### src/shared/bridge_pkg.sv
// Constants shared by the bridge device end and its controller end
package bridge_pkg;
  localparam int CLK_MHZ = 250;
  localparam int RESET_MS = 10;
  localparam int RESET_CYC = RESET_MS * CLK_MHZ * 1000;
  localparam int SETTLE_MS = 1;
  localparam int SETTLE_CYC = SETTLE_MS * CLK_MHZ * 1000;
  localparam int LOCK_CYC = 64;
  localparam int POLL_LIMIT = 255;
  localparam int REF_MIN_MHZ = 25;
  localparam int REF_MAX_MHZ = 154;
  localparam int LANES = 4;
  // Device configuration register addresses
  localparam logic [7:0] CFG_RESTART = 8'h09;
  localparam logic [7:0] CFG_CLKSRC = 8'h0a;
  localparam logic [7:0] CFG_CLKDIV = 8'h0b;
  localparam logic [7:0] CFG_SYNTH = 8'h0d;
  localparam logic [7:0] CFG_BAND = 8'h12;
  localparam logic [7:0] CFG_FORMAT = 8'h18;
  // Field positions
  localparam int SRC_BIT = 0;
  localparam int LOCK_BIT = 7;
  localparam int RANGE_LO = 1;
  localparam int MULT_LO = 0;
  localparam int DIV_LO = 3;
  localparam int SYNTH_BIT = 0;
  localparam int RESTART_BIT = 0;
  localparam int LAYOUT_BIT = 1;
  localparam int WIDE_BIT = 3;
  localparam logic [7:0] CFG_RST = 8'h00;
  // Reference period in pclk cycles for each multiplier code
  localparam logic [7:0] REF_PER_X1 = 8'h0c;
  localparam logic [7:0] REF_PER_X2 = 8'h06;
  localparam logic [7:0] REF_PER_X3 = 8'h04;
  localparam logic [7:0] REF_PER_X4 = 8'h03;
  localparam logic [6:0] CLK_PATTERN = 7'h63;
  // Controller APB map
  localparam logic [7:0] A_CTRL = 8'h00;
  localparam logic [7:0] A_CFG0 = 8'h04;
  localparam logic [7:0] A_CFG1 = 8'h08;
  localparam logic [7:0] A_STATUS = 8'h0c;
  localparam logic [7:0] A_INT_STAT = 8'h10;
  localparam logic [7:0] A_INT_MASK = 8'h14;
  localparam int INT_DONE = 0;
  localparam int INT_ERR = 1;
  localparam int INIT_WRITES = 4;
endpackage

### src/shared/bridge_if.sv
// Link between the display controller and the bridge device
interface bridge_if;
  logic en;
  logic lp11;
  logic hs_clk_cont;
  logic vid_valid;
  logic [23:0] vid_rgb;
  logic vid_hs;
  logic vid_vs;
  logic vid_de;
  logic cfg_req;
  logic cfg_wr;
  logic [7:0] cfg_addr;
  logic [7:0] cfg_wdata;
  logic cfg_ack;
  logic [7:0] cfg_rdata;
  modport dev (
    input en, lp11, hs_clk_cont, vid_valid, vid_rgb, vid_hs, vid_vs, vid_de,
    input cfg_req, cfg_wr, cfg_addr, cfg_wdata,
    output cfg_ack, cfg_rdata
  );
  modport host (
    output en, lp11, hs_clk_cont, vid_valid, vid_rgb, vid_hs, vid_vs, vid_de,
    output cfg_req, cfg_wr, cfg_addr, cfg_wdata,
    input cfg_ack, cfg_rdata
  );
endinterface

### src/rtl/bridge_host.sv
// Controller end: APB registers and power-up sequence for the bridge
//
// Implementation choices: the placing of the registers and the APB register port.
module bridge_host #(
  parameter int RESET_CYCLES = bridge_pkg::RESET_CYC,
  parameter int SETTLE_CYCLES = bridge_pkg::SETTLE_CYC
) (
  input wire logic pclk,
  input wire logic presetn,
  input wire logic psel,
  input wire logic penable,
  input wire logic pwrite,
  input wire logic [7:0] paddr,
  input wire logic [31:0] pwdata,
  output logic [31:0] prdata,
  output logic pready,
  output logic pslverr,
  output logic irq,
  input wire logic src_valid,
  input wire logic [23:0] src_rgb,
  input wire logic src_hs,
  input wire logic src_vs,
  input wire logic src_de,
  bridge_if.host link
);
  import bridge_pkg::*;

  typedef enum logic [3:0] {
    S_IDLE = 4'b0000, S_RESET = 4'b0001, S_SETTLE = 4'b0010, S_CFG = 4'b0011,
    S_VIDEO = 4'b0100, S_SYNTH = 4'b0101, S_POLL = 4'b0110, S_RESTART = 4'b0111,
    S_RUN = 4'b1000, S_ERR = 4'b1001
  } state_t;

  state_t st_q;
  logic [31:0] cnt_q;
  logic [1:0] idx_q;
  logic [31:0] cfg0_q, cfg1_q;
  logic [1:0] ist_q, imask_q;
  logic [31:0] prdata_q;
  logic pready_q, pslverr_q, irq_q;
  logic acc, wr, start, stop, ev_done, ev_err, ref_ok, mapped;
  logic req_q, wr_q;
  logic [7:0] addr_q, wdata_q;
  logic en_q, video_q;

  function automatic logic [15:0] init_entry(input logic [1:0] i, input logic [31:0] c);
    case (i)
      2'd0: init_entry = {CFG_CLKSRC, c[7:0]};
      2'd1: init_entry = {CFG_CLKDIV, c[15:8]};
      2'd2: init_entry = {CFG_BAND, c[23:16]};
      default: init_entry = {CFG_FORMAT, c[31:24]};
    endcase
  endfunction

  ////////////////////////////////////////////////////////////////////////////
  // APB slave
  assign acc = psel && penable && pready_q;
  assign wr = acc && pwrite;
  assign start = wr && paddr == A_CTRL && pwdata[0];
  assign stop = wr && paddr == A_CTRL && pwdata[1];
  assign mapped = paddr == A_CTRL || paddr == A_CFG0 || paddr == A_CFG1 ||
                  paddr == A_STATUS || paddr == A_INT_STAT || paddr == A_INT_MASK;
  assign ref_ok = !cfg0_q[SRC_BIT] ||
                  (cfg1_q[7:0] >= 8'(REF_MIN_MHZ) && cfg1_q[7:0] <= 8'(REF_MAX_MHZ)); // RULE10

  always_ff @(posedge pclk or negedge presetn) begin
    if (!presetn) begin
      pready_q <= 1'b0;
      pslverr_q <= 1'b0;
      prdata_q <= 32'h00000000;
    end else begin
      pready_q <= psel && !penable;
      pslverr_q <= psel && !penable && !mapped;
      if (psel && !penable && !pwrite) begin
        case (paddr)
          A_CFG0: prdata_q <= cfg0_q;
          A_CFG1: prdata_q <= cfg1_q;
          A_STATUS: prdata_q <= {27'h0, st_q == S_RUN, st_q};
          A_INT_STAT: prdata_q <= {30'h0, ist_q};
          A_INT_MASK: prdata_q <= {30'h0, imask_q};
          default: prdata_q <= 32'h00000000;
        endcase
      end
    end
  end

  always_ff @(posedge pclk or negedge presetn) begin
    if (!presetn) begin
      cfg0_q <= 32'h00000000;
      cfg1_q <= 32'h00000000;
      imask_q <= 2'b00;
    end else if (wr) begin
      if (paddr == A_CFG0) cfg0_q <= pwdata;
      if (paddr == A_CFG1) cfg1_q <= pwdata;
      if (paddr == A_INT_MASK) imask_q <= pwdata[1:0];
    end
  end

  // Read clears; a new event in the same cycle survives
  always_ff @(posedge pclk or negedge presetn) begin
    if (!presetn) begin
      ist_q <= 2'b00;
      irq_q <= 1'b0;
    end else begin
      ist_q <= (acc && !pwrite && paddr == A_INT_STAT ? 2'b00 : ist_q) | {ev_err, ev_done};
      irq_q <= |(ist_q & imask_q);
    end
  end

  ////////////////////////////////////////////////////////////////////////////
  // Power-up sequencer
  assign ev_done = st_q == S_RESTART && link.cfg_ack;
  assign ev_err = (start && !ref_ok) || (st_q == S_POLL && link.cfg_ack &&
                  !link.cfg_rdata[LOCK_BIT] && cnt_q == 32'(POLL_LIMIT));

  always_ff @(posedge pclk or negedge presetn) begin
    if (!presetn) begin
      st_q <= S_IDLE;
      cnt_q <= 32'h0;
      idx_q <= 2'd0;
      req_q <= 1'b0;
    end else if (stop) begin
      st_q <= S_IDLE;
      req_q <= 1'b0;
    end else if (start) begin
      st_q <= ref_ok ? S_RESET : S_ERR;
      cnt_q <= 32'h0;
      req_q <= 1'b0;
    end else begin
      case (st_q)
        S_RESET: begin
          cnt_q <= cnt_q + 32'h1;
          if (cnt_q == 32'(RESET_CYCLES - 1)) begin
            st_q <= S_SETTLE; // RULE2
            cnt_q <= 32'h0;
          end
        end
        S_SETTLE: begin
          cnt_q <= cnt_q + 32'h1;
          if (cnt_q == 32'(SETTLE_CYCLES - 1)) begin
            st_q <= S_CFG; // RULE4
            idx_q <= 2'd0;
            req_q <= 1'b1;
          end
        end
        S_CFG: if (link.cfg_ack) begin
          req_q <= 1'b0;
          idx_q <= idx_q + 2'd1;
          if (idx_q == 2'(INIT_WRITES - 1)) begin
            st_q <= S_VIDEO; // RULE5
          end
        end else begin
          req_q <= 1'b1;
        end
        S_VIDEO: begin
          st_q <= S_SYNTH; // RULE12
          req_q <= 1'b1;
        end
        S_SYNTH: if (link.cfg_ack) begin
          st_q <= S_POLL; // RULE6
          cnt_q <= 32'h0;
          req_q <= 1'b0;
        end
        S_POLL: if (link.cfg_ack) begin
          req_q <= 1'b0;
          cnt_q <= cnt_q + 32'h1;
          if (link.cfg_rdata[LOCK_BIT]) begin
            st_q <= S_RESTART; // RULE6
          end else if (cnt_q == 32'(POLL_LIMIT)) begin
            st_q <= S_ERR;
          end
        end else begin
          req_q <= 1'b1;
        end
        S_RESTART: req_q <= !link.cfg_ack && !req_q;
        default: req_q <= 1'b0;
      endcase
      if (st_q == S_RESTART && link.cfg_ack) st_q <= S_RUN;
    end
  end

  always_comb begin
    case (st_q)
      S_SYNTH: {addr_q, wdata_q} = {CFG_SYNTH, 8'h01};
      S_POLL: {addr_q, wdata_q} = {CFG_CLKSRC, 8'h00};
      S_RESTART: {addr_q, wdata_q} = {CFG_RESTART, 8'h01};
      default: {addr_q, wdata_q} = init_entry(idx_q, cfg0_q);
    endcase
    wr_q = st_q != S_POLL;
  end

  ////////////////////////////////////////////////////////////////////////////
  // Link drive
  always_ff @(posedge pclk or negedge presetn) begin
    if (!presetn) begin
      en_q <= 1'b0;
      video_q <= 1'b0;
    end else begin
      en_q <= st_q != S_IDLE && st_q != S_RESET && st_q != S_ERR; // RULE2
      video_q <= st_q == S_VIDEO || st_q == S_SYNTH || st_q == S_POLL ||
                 st_q == S_RESTART || st_q == S_RUN; // RULE5
    end
  end

  assign link.en = en_q;
  assign link.lp11 = !video_q; // RULE3
  assign link.hs_clk_cont = video_q && !cfg0_q[SRC_BIT]; // RULE8
  assign link.vid_valid = video_q && src_valid;
  assign link.vid_rgb = video_q ? src_rgb : 24'h000000;
  assign link.vid_hs = video_q && src_hs;
  assign link.vid_vs = video_q && src_vs;
  assign link.vid_de = video_q && src_de;
  assign link.cfg_req = req_q && !link.cfg_ack;
  assign link.cfg_wr = wr_q;
  assign link.cfg_addr = addr_q;
  assign link.cfg_wdata = wdata_q;
  assign prdata = prdata_q;
  assign pready = pready_q;
  assign pslverr = pslverr_q;
  assign irq = irq_q;
endmodule

### src/flat_wrapper.sv
// flat-port wrapper written by rule: the top's interface ports become plain ports
module bridge_host_flat import bridge_pkg::*;
#(
  parameter int RESET_CYCLES = bridge_pkg::RESET_CYC,
  parameter int SETTLE_CYCLES = bridge_pkg::SETTLE_CYC
)
  (pclk, presetn, psel, penable, pwrite, paddr, pwdata, prdata, pready, pslverr, irq, src_valid, src_rgb, src_hs, src_vs, src_de, link_en, link_lp11, link_hs_clk_cont, link_vid_valid, link_vid_rgb, link_vid_hs, link_vid_vs, link_vid_de, link_cfg_req, link_cfg_wr, link_cfg_addr, link_cfg_wdata, link_cfg_ack, link_cfg_rdata);
  bridge_if link_i ();
  input wire logic pclk;
  input wire logic presetn;
  input wire logic psel;
  input wire logic penable;
  input wire logic pwrite;
  input wire logic [7:0] paddr;
  input wire logic [31:0] pwdata;
  output logic [31:0] prdata;
  output logic pready;
  output logic pslverr;
  output logic irq;
  input wire logic src_valid;
  input wire logic [23:0] src_rgb;
  input wire logic src_hs;
  input wire logic src_vs;
  input wire logic src_de;
  output wire logic [$bits(link_i.en)-1:0] link_en;
  output wire logic [$bits(link_i.lp11)-1:0] link_lp11;
  output wire logic [$bits(link_i.hs_clk_cont)-1:0] link_hs_clk_cont;
  output wire logic [$bits(link_i.vid_valid)-1:0] link_vid_valid;
  output wire logic [$bits(link_i.vid_rgb)-1:0] link_vid_rgb;
  output wire logic [$bits(link_i.vid_hs)-1:0] link_vid_hs;
  output wire logic [$bits(link_i.vid_vs)-1:0] link_vid_vs;
  output wire logic [$bits(link_i.vid_de)-1:0] link_vid_de;
  output wire logic [$bits(link_i.cfg_req)-1:0] link_cfg_req;
  output wire logic [$bits(link_i.cfg_wr)-1:0] link_cfg_wr;
  output wire logic [$bits(link_i.cfg_addr)-1:0] link_cfg_addr;
  output wire logic [$bits(link_i.cfg_wdata)-1:0] link_cfg_wdata;
  input wire logic [$bits(link_i.cfg_ack)-1:0] link_cfg_ack;
  input wire logic [$bits(link_i.cfg_rdata)-1:0] link_cfg_rdata;
  assign link_en = link_i.en;
  assign link_lp11 = link_i.lp11;
  assign link_hs_clk_cont = link_i.hs_clk_cont;
  assign link_vid_valid = link_i.vid_valid;
  assign link_vid_rgb = link_i.vid_rgb;
  assign link_vid_hs = link_i.vid_hs;
  assign link_vid_vs = link_i.vid_vs;
  assign link_vid_de = link_i.vid_de;
  assign link_cfg_req = link_i.cfg_req;
  assign link_cfg_wr = link_i.cfg_wr;
  assign link_cfg_addr = link_i.cfg_addr;
  assign link_cfg_wdata = link_i.cfg_wdata;
  assign link_i.cfg_ack = link_cfg_ack;
  assign link_i.cfg_rdata = link_cfg_rdata;
  bridge_host #(.RESET_CYCLES(RESET_CYCLES), .SETTLE_CYCLES(SETTLE_CYCLES)) u_core (.pclk(pclk), .presetn(presetn), .psel(psel), .penable(penable), .pwrite(pwrite), .paddr(paddr), .pwdata(pwdata), .prdata(prdata), .pready(pready), .pslverr(pslverr), .irq(irq), .src_valid(src_valid), .src_rgb(src_rgb), .src_hs(src_hs), .src_vs(src_vs), .src_de(src_de), .link(link_i));
endmodule
### config.mk
export PLATFORM = sky130hd
export DESIGN_NAME = bridge_host_flat
export DESIGN_NICKNAME = d
export VERILOG_FILES = /design/src/shared/bridge_pkg.sv /design/src/shared/bridge_if.sv /design/src/rtl/bridge_host.sv /design/src/flat_wrapper.sv
export SDC_FILE = /design/constraint.sdc
export NUM_CORES = 1
export LEC_CHECK = 0
export BUFFER_PORTS_ARGS = -buffer_cell sky130_fd_sc_hd__buf_2
export CAP_MARGIN = 20
export CORE_UTILIZATION = 56
export CTS_BUF_LIST = sky130_fd_sc_hd__clkbuf_2 sky130_fd_sc_hd__clkbuf_4 sky130_fd_sc_hd__clkbuf_8
export DETAILED_ROUTE_END_ITERATION = 10
export GPL_ROUTABILITY_DRIVEN = 0
export PLACE_DENSITY = 0.82
export SLEW_MARGIN = 10
export SYNTH_ARGS = -nofsm -noshare
export SYNTH_HDL_FRONTEND = slang
export SYNTH_SLANG_ARGS = --single-unit
### constraint.sdc
create_clock -name pclk -period 3.34 [get_ports pclk]
set_input_delay 0.167 -clock pclk [delete_from_list [all_inputs] [get_ports pclk]]
set_output_delay 0.167 -clock pclk [all_outputs]
set_load 0.01 [all_outputs]
==> flow_summary.json, run 1 <==
{
  "fp.dieH_um": 117,
  "worstSetupPathType": "reg2reg",
  "insertion_delay_ns": 0.47,
  "place.detailed.hpwl_mm": 13.6,
  "drc": 0,
  "ys_warn_count": 0,
  "tightest_slew_ns": 1.04,
  "critical_path.max_fanout": 14,
  "cap_viol_max_count": 0,
  "setup-tns-final_ns": 0,
  "fp.dieW_um": 117,
  "grt_pass1_wl_mm": 31.9,
  "fin_area_mm2": 0.00906,
  "core_area_mm2": 0.0128,
  "ys_top_cells_by_area": "dfrtp_1, mux2_2, o21ai_0",
  "viasPerCell": 6.23,
  "netlist_instances": 737,
  "port_buffers": 155,
  "drtPass1Iterations": 6,
  "htreeDepth": 4,
  "synth_top_area_cell": "dfrtp_1",
  "routed_wl_mm": 20.8,
  "vias": 6793,
  "cts.sinks": 144,
  "drt_iter0_markers": 670,
  "period_needed_ns": 2.98,
  "hp-class": "in2reg",
  "p_leak_uw": 0.00435,
  "relSlewSlack_pct": 30.6,
  "power_density_mw_per_mm2": 356,
  "fin_crit_sh_pct": 89.1,
  "seq_area_frac_synth_pct": 48.5,
  "post_cts_resized": 0,
  "whs_ns": 0.0298,
  "wl_per_cell_um": 19.1,
  "synthArstFlopShare_pct": 100,
  "antenna_found_initial": 0,
  "crit_family": "simple AND/OR/NAND/NOR gates",
  "clk_path_buf_depth": 2,
  "fmax_ghz": 0.336,
  "drv_slew": 0,
  "grt_max_degree": 125,
  "clock_skew_ns": 0.0142,
  "nets": 995,
  "layout_setup_ws_ns": 0.364,
  "netlist_area_mm2": 0.00744,
  "path_cells": "ha_1 -> nand3_1 -> or4_4 -> o41ai_4 -> nor2_1 -> buf_4 -> a21oi_1 -> mux2i_1",
  "worstPathArrival_ns": 3.31,
  "syn_area_per_cell_um2": 10.1,
  "synth-edff-count": 0,
  "first_global_vias": 6395,
  "status": "complete, no violations",
  "initial_core_util_pct": 58.2,
  "place_area_mm2": 0.00834,
  "end_kind": "flip-flop",
  "drive_gt1_share_pct": 30.9,
  "rsz0062_at_grt": "no",
  "crit_buf_inv": 1,
  "synth.distinct_cells": 64,
  "fp.dieArea_mm2": 0.0137,
  "holdBufCountCts": 33,
  "total_power_uw": 3230,
  "cts_buffers": 17,
  "critPathMaxStageDelay_ns": 0.62,
  "post-place-ws_ns": 0.432,
  "synth-main-ff-cell": "dfrtp_1",
  "syn2layout_area_growth_pct": 21.9,
  "globalRoute.totalOverflow": 0,
  "critPathLaunchType": "flip-flop",
  "cts_setup_buffers": 0,
  "cts_tree": "yes",
  "setup_viol": 0,
  "postRouteAntennaNets": 0,
  "yosysTopAreaCellShare_pct": 48.5,
  "vdd_drop_max_mv": 0.191,
  "grt.total_usage_pct": 30.6,
  "cp_slowest_cell": "or4_4",
  "ios": 166,
  "synth_seq_cells": 144,
  "cts_root_buffer": "clkbuf_8",
  "path_clk_slew_ns": 0.08,
  "fp-row-count": 41,
  "finalHoldViolations": 0,
  "cp.required_ns": 3.68
}
==> placed cells by master, fill, tap and decap left out, types with 11 or more instances in the layout <==
cell / count
nand2_1: 60
nand4_1: 13
mux2_2: 68
inv_1: 11
clkbuf_8: 17
nor2_1: 42
o21ai_0: 59
dlygate4sd3_1: 33
nor3_1: 20
nand3_1: 20
dfrtp_1: 144
buf_4: 15
a22oi_1: 31
buf_2: 154
and2_1: 30
a21oi_1: 32
mux2i_1: 12
==> cells in the mapped netlist (3+ instances only) <==
cell,n
a21oi_1,32
a221oi_1,3
a222oi_1,8
a22o_1,10
a22oi_1,31
and2_1,30
and3_1,10
and4_1,3
buf_2,10
buf_4,4
clkbuf_1,40
dfrtp_1,144
ha_1,7
inv_1,11
mux2_2,68
mux2i_1,12
nand2_1,60
nand2b_1,7
nand3_1,20
nand3b_1,3
nand4_1,13
nor2_1,42
nor2b_1,8
nor3_1,20
nor3b_1,4
nor4_1,10
o21ai_0,59
o31ai_1,7
or3_1,8
or4_1,7
xnor2_1,4
==> final timing paths <==
check / from / end / slack [ns] / cells past startpoint
worst min register to register: u_core.prdata[17]$_DFFE_PN0P_ / u_core.prdata[17]$_DFFE_PN0P_ / 0.48 / 2
worst min-delay path: link_cfg_ack / u_core.ist_q[0]$_DFF_PN0_ / 0.03 / 3
min in group asynchronous: presetn / u_core.cfg1_q[9]$_DFFE_PN0P_ / 0.28 / 2
worst max register to register: u_core.cnt_q[0]$_DFFE_PN0P_ / u_core.cnt_q[28]$_DFFE_PN0P_ / 0.36 / 8
max in group asynchronous: presetn / u_core.cnt_q[28]$_DFFE_PN0P_ / 2.01 / 4
worst max-delay path: u_core.cnt_q[0]$_DFFE_PN0P_ / u_core.cnt_q[28]$_DFFE_PN0P_ / 0.36 / 8
==> report_power, final <==
part	internal, uW	switching (uW)
Clock	595	717
Combinational	74.4	87.2
Sequential	1750	6.34
Total	2420	811
==> state kept, by name (all words and copies together), names as in the netlist <==
register        count
u_core.cfg0_q      32
u_core.cfg1_q      32
u_core.cnt_q       32
u_core.prdata      32
u_core.st_q         4
u_core.idx_q        2
u_core.imask_q      2
u_core.ist_q        2
u_core.irq          1
u_core.link.en      1
u_core.pready       1
u_core.pslverr      1
u_core.req_q        1
u_core.video_q      1
==> per-layer routing <==
layer	vias up	share of wire, %	GRT usage [%]
met1	3297	40	38.8
li1	3035	-	-
met2	405	50	51.0
met4	0	2.8	14.0
met5	-	0	0
met3	56	7.7	5.92
==> metrics by stage <==
stage               util [%]  std cells
floorplan                  -        739
CTS                     70.7       1089
global route            70.9       1090
finish                  71.0       1091
global placement        65.3       1025
detailed placement      65.3       1025
==> cells by family after synthesis <==
family	Yosys count	synth area share, %
buffers and inverters	69	3.95
multiplexers	80	11.9
other	1	0.0504
XOR/XNOR	4	0.471
adder cells (fa/ha/maj)	7	1.18
AND/OR/NAND/NOR	261	18.8
flip-flops	144	48.5
AO/OA/AOI/OAI	171	15.2
==> cell type report <==
cell class / count / area [um^2]
fillers: 885 / 3710
diodes: 1 / 2.50
flip-flops and latches: 144 / 3600
inverters: 12 / 45.0
multi-input cells: 526 / 3560
repair buffers: 205 / 1270
clock inverters: 14 / 133
well taps: 172 / 215
clock buffers: 17 / 234
==> tightest hold or removal path, cell delays in order <==
cell and delay, ns:
buf_2 0.14, nand2_1 0.08, o21ai_0 0.06
Power figures use the tool's default switching activity.
==> run 2: changes to the inputs <==
- PLACE_DENSITY: 0.82 -> not set
- PLACE_DENSITY_LB_ADDON: not set -> 0.15
==> flow_summary.json, run 2 (same netlist as run 1, synthesis figures left out) <==
{
  "whs_endpoint": "u_core.imask_q[1]$_DFFE_PN0P_",
  "first_global_vias": 6259,
  "critical_path.max_fanout": 15,
  "status": "complete, no violations",
  "wl_per_cell_um": 18.2,
  "fmax_ghz": 0.361,
  "worstSetupPathType": "reg2reg",
  "setup_viol": 0,
  "antenna_cells": 0,
  "path_clk_slew_ns": 0.08,
  "worst_r2r_endpoint": "u_core.cnt_q[14]$_DFFE_PN0P_",
  "relSlewSlack_pct": 43.7,
  "fp.dieArea_mm2": 0.0137,
  "initial_core_util_pct": 58.2,
  "core_area_mm2": 0.0128,
  "cts_tree": "yes",
  "mostFrequentLayoutCell": "buf_2",
  "fin_crit_sh_pct": 82.9,
  "nets": 996,
  "min_path_cells": 2,
  "p_leak_uw": 0.00435,
  "r2r_cells": 8,
  "fp.dieW_um": 117,
  "drc": 0,
  "finalHoldViolations": 0,
  "htreeDepth": 4,
  "place.detailed.hpwl_mm": 13.2,
  "cap_viol_max_count": 0,
  "fp-row-count": 41,
  "grt.total_usage_pct": 30.1,
  "tightest_slew_ns": 0.844,
  "hp-start": "pwdata[1]",
  "grt_pass1_wl_mm": 31.4,
  "total_power_uw": 3270,
  "viasPerCell": 6.10,
  "post_cts_resized": 0,
  "port_buffers": 155,
  "clk_path_buf_depth": 2,
  "period_needed_ns": 2.77,
  "hp-class": "in2reg",
  "clock_skew_ns": 0.0102,
  "syn2layout_area_growth_pct": 22.1,
  "ios": 166,
  "timing.rr.start": "u_core.cnt_q[0]$_DFFE_PN0P_",
  "cts_root_buffer": "clkbuf_8",
  "whs_ns": 0.0348,
  "power_density_mw_per_mm2": 360,
  "postRouteAntennaNets": 0,
  "fin_area_mm2": 0.00908,
  "antenna_found_initial": 0,
  "cts_buffers": 17,
  "insertion_delay_ns": 0.46,
  "cts.sinks": 144,
  "rsz0062_at_grt": "no",
  "worstPathArrival_ns": 3.11,
  "place_area_mm2": 0.00836,
  "grt_max_degree": 93,
  "cp.required_ns": 3.68,
  "drtPass1Iterations": 5,
  "vdd_drop_max_mv": 0.196,
  "critPathLaunchType": "flip-flop",
  "drv_slew": 0,
  "routed_wl_mm": 19.9,
  "drt_iter0_markers": 614,
  "vias": 6651,
  "setup-tns-final_ns": 0,
  "drive_gt1_share_pct": 30.9,
  "final_cell_mix": "buf_2, dfrtp_1, mux2_2",
  "globalRoute.totalOverflow": 0,
  "end_kind": "flip-flop",
  "fp.dieH_um": 117,
  "reg2reg_slack_ns": 0.57
}
## run 2: critical path: stages (launching register included)
cell	delay, ns
dfrtp_1	0.39
ha_1	0.22
nand3_1	0.21
or4_4	0.62
o41ai_4	0.38
nor2_1	0.21
buf_4	0.24
a21o_1	0.16
a22o_1	0.22
## run 2: cell type report
class	instances	area (um^2)
Tap cell	172	215
Timing Repair Buffer	206	1270
Sequential cell	144	3600
Fill cell	919	3700
Multi-Input combinational cell	526	3560
Inverter	12	45.0
Clock buffer	20	269
Clock inverter	10	114
## run 2: through the flow
step / setup slack [ns] / util [%] / std cells
after floorplan: 0.885 / - / 739
after global placement: 0.620 / 65.5 / 1027
after detailed placement: 0.570 / 65.5 / 1027
after CTS: 0.622 / 71.1 / 1090
after global routing: 0.429 / 71.1 / 1090
final: 0.570 / 71.1 / 1090
## run 2: repair_timing
item | in CTS | in global routing
endpoints found under the hold margin | 152 | 0
buffers inserted | 0 | 0
hold buffers | 33 | 0
## run 2: routing by layer
metal | global-route usage, % | up-vias | part of all wire (%)
met3 | 5.41 | 43 | 5.9
met2 | 51.1 | 300 | 50
met5 | 0 | - | 0
met4 | 12.2 | 0 | 2.7
met1 | 38.1 | 3278 | 42
li1 | - | 3030 | -
## run 2: worst max-delay path by stage
stage                                            from                            to  slack, ns  depth (start not counted)
after floorplan           u_core.cnt_q[6]$_DFFE_PN0P_   u_core.cnt_q[5]$_DFFE_PN0P_       0.88                          8
after global placement                       paddr[1]  u_core.cnt_q[29]$_DFFE_PN0P_       0.62                          8
after detailed placement                     paddr[1]  u_core.cnt_q[30]$_DFFE_PN0P_       0.57                          8
after CTS                 u_core.cnt_q[0]$_DFFE_PN0P_  u_core.cnt_q[14]$_DFFE_PN0P_       0.62                          8
after global routing      u_core.cnt_q[0]$_DFFE_PN0P_  u_core.cnt_q[14]$_DFFE_PN0P_       0.43                          8
final                     u_core.cnt_q[0]$_DFFE_PN0P_  u_core.cnt_q[14]$_DFFE_PN0P_       0.57                          8
## run 2: where the power goes
part | switching, uW | total, uW | internal [uW]
sequential | 5.82 | 1760 | 1750
combinational | 85.8 | 158 | 72.6
clock | 660 | 1360 | 699
total | 751 | 3270 | 2520
==> run 3: changes to the inputs <==
- clock period: 3.34 -> 2.8 ns (I/O delays scaled with it)
==> flow_summary.json, run 3 (same netlist as run 1, synthesis figures left out) <==
{
  "cts_tree": "yes",
  "power_density_mw_per_mm2": 422,
  "hp-class": "in2reg",
  "viasPerCell": 6.08,
  "status": "complete, no violations",
  "cts_setup_buffers": 0,
  "critical_path.max_fanout": 12,
  "wl_per_cell_um": 18.5,
  "setup-tns-final_ns": 0,
  "cts_buffers": 17,
  "place_area_mm2": 0.00843,
  "tightest_slew_ns": 0.822,
  "critPathMaxStageDelay_ns": 0.54,
  "drtPass1Iterations": 9,
  "total_power_uw": 3880,
  "antenna_found_initial": 0,
  "drive_gt1_share_pct": 31.7,
  "cp.required_ns": 3.15,
  "globalRoute.totalOverflow": 0,
  "clock_skew_ns": 0.0121,
  "cap_viol_max_count": 0,
  "grt_max_degree": 92,
  "finalHoldViolations": 0,
  "reg2reg_slack_ns": 0.23,
  "p_leak_uw": 0.00440,
  "setup_viol": 0,
  "insertion_delay_ns": 0.47,
  "crit_family": "simple AND/OR/NAND/NOR gates",
  "port_buffers": 155,
  "fp.dieW_um": 117,
  "worstPathArrival_ns": 2.92,
  "final_cell_mix": "buf_2, dfrtp_1, mux2_2",
  "whs_ns": 0.0475,
  "critPathLaunchType": "flip-flop",
  "nets": 1007,
  "path_clk_slew_ns": 0.08,
  "fp-row-count": 41,
  "grt.total_usage_pct": 31.1,
  "ios": 166,
  "postRouteAntennaNets": 0,
  "initial_core_util_pct": 58.2,
  "fp.dieArea_mm2": 0.0137,
  "fin_crit_sh_pct": 91.9,
  "mostFrequentLayoutCell": "buf_2",
  "fin_area_mm2": 0.00919,
  "htreeDepth": 4,
  "first_global_vias": 6501,
  "fillers": 947,
  "fp.dieH_um": 117,
  "drv_slew": 0,
  "relSlewSlack_pct": 45.2,
  "vias": 6703,
  "period_needed_ns": 2.57,
  "grt_pass1_wl_mm": 32.1,
  "path_cells": "or3b_1 -> or4_4 -> o41ai_4 -> nor2_2 -> buf_4 -> a21oi_1 -> mux2i_1",
  "place.detailed.hpwl_mm": 13.8,
  "antenna_cells": 0,
  "end_kind": "flip-flop",
  "vdd_drop_max_mv": 0.356,
  "cp_slowest_cell": "or4_4",
  "cts_root_buffer": "clkbuf_8",
  "drc": 0,
  "core_area_mm2": 0.0128,
  "routed_wl_mm": 20.4,
  "drt_iter0_markers": 659,
  "cts.sinks": 144,
  "fmax_ghz": 0.389,
  "syn2layout_area_growth_pct": 23.5,
  "clk_path_buf_depth": 2,
  "rsz0062_at_grt": "no",
  "worstSetupPathType": "reg2reg",
  "crit_buf_inv": 1
}
[run 3: final cells by class]
type	count	area (um^2)	share of cell area, %
Inverter	12	45.0	0.490
Tap cell	172	215	2.34
Multi-Input combinational cell	526	3570	38.9
Timing Repair Buffer	217	1380	15.0
Sequential cell	144	3600	39.2
Clock buffer	20	269	2.93
Clock inverter	11	105	1.14
[run 3: report_power, final]
| part | switching [uW] | internal, uW | total (uW) |
|---|---|---|---|
| Combinational | 102 | 90.2 | 193 |
| Clock | 829 | 760 | 1590 |
| Sequential | 7.41 | 2090 | 2090 |
[run 3: layer usage]
layer	global-route usage [%]	share of wire [%]
met1	36.9	41
met4	12.4	2.5
met2	54.2	50
met5	0	0
met3	7.42	6.4
[run 3: worst paths after layout]
path | end | from | depth (start not counted)
worst max-delay path | u_core.cnt_q[16]$_DFFE_PN0P_ | u_core.cnt_q[6]$_DFFE_PN0P_ | 7
worst min-delay path | u_core.ist_q[0]$_DFF_PN0_ | pwrite | 4
worst max register to register | u_core.cnt_q[16]$_DFFE_PN0P_ | u_core.cnt_q[6]$_DFFE_PN0P_ | 7
worst min register to register | u_core.prdata[22]$_DFFE_PN0P_ | u_core.prdata[22]$_DFFE_PN0P_ | 2
max in group asynchronous | u_core.cfg0_q[26]$_DFFE_PN0P_ | presetn | 3
min in group asynchronous | u_core.prdata[3]$_DFFE_PN0P_ | presetn | 2
[run 3: worst min-delay path, delay by kind of cell]
kind / cells / cell delay (ns)
compound gates: 1 / 0.06
simple gates: 2 / 0.18
buf+inv: 1 / 0.10
[run 3: timing repair]
| item | in CTS | in global routing |
|---|---|---|
| endpoints found under the setup margin | 0 | 17 |
| hold endpoints to repair | 156 | 0 |
| hold buffers | 37 | 0 |
| resized for setup | 0 | 3 |
[run 3: stage by stage]
stage / setup slack, ns / cells / util [%]
after global placement: 0.180 / 1034 / 66.0
after global routing: 0.0327 / 1102 / 71.9
after CTS: 0.114 / 1102 / 71.8
final: 0.226 / 1102 / 71.9
after floorplan: 0.345 / 739 / -
after detailed placement: 0.122 / 1034 / 66.0
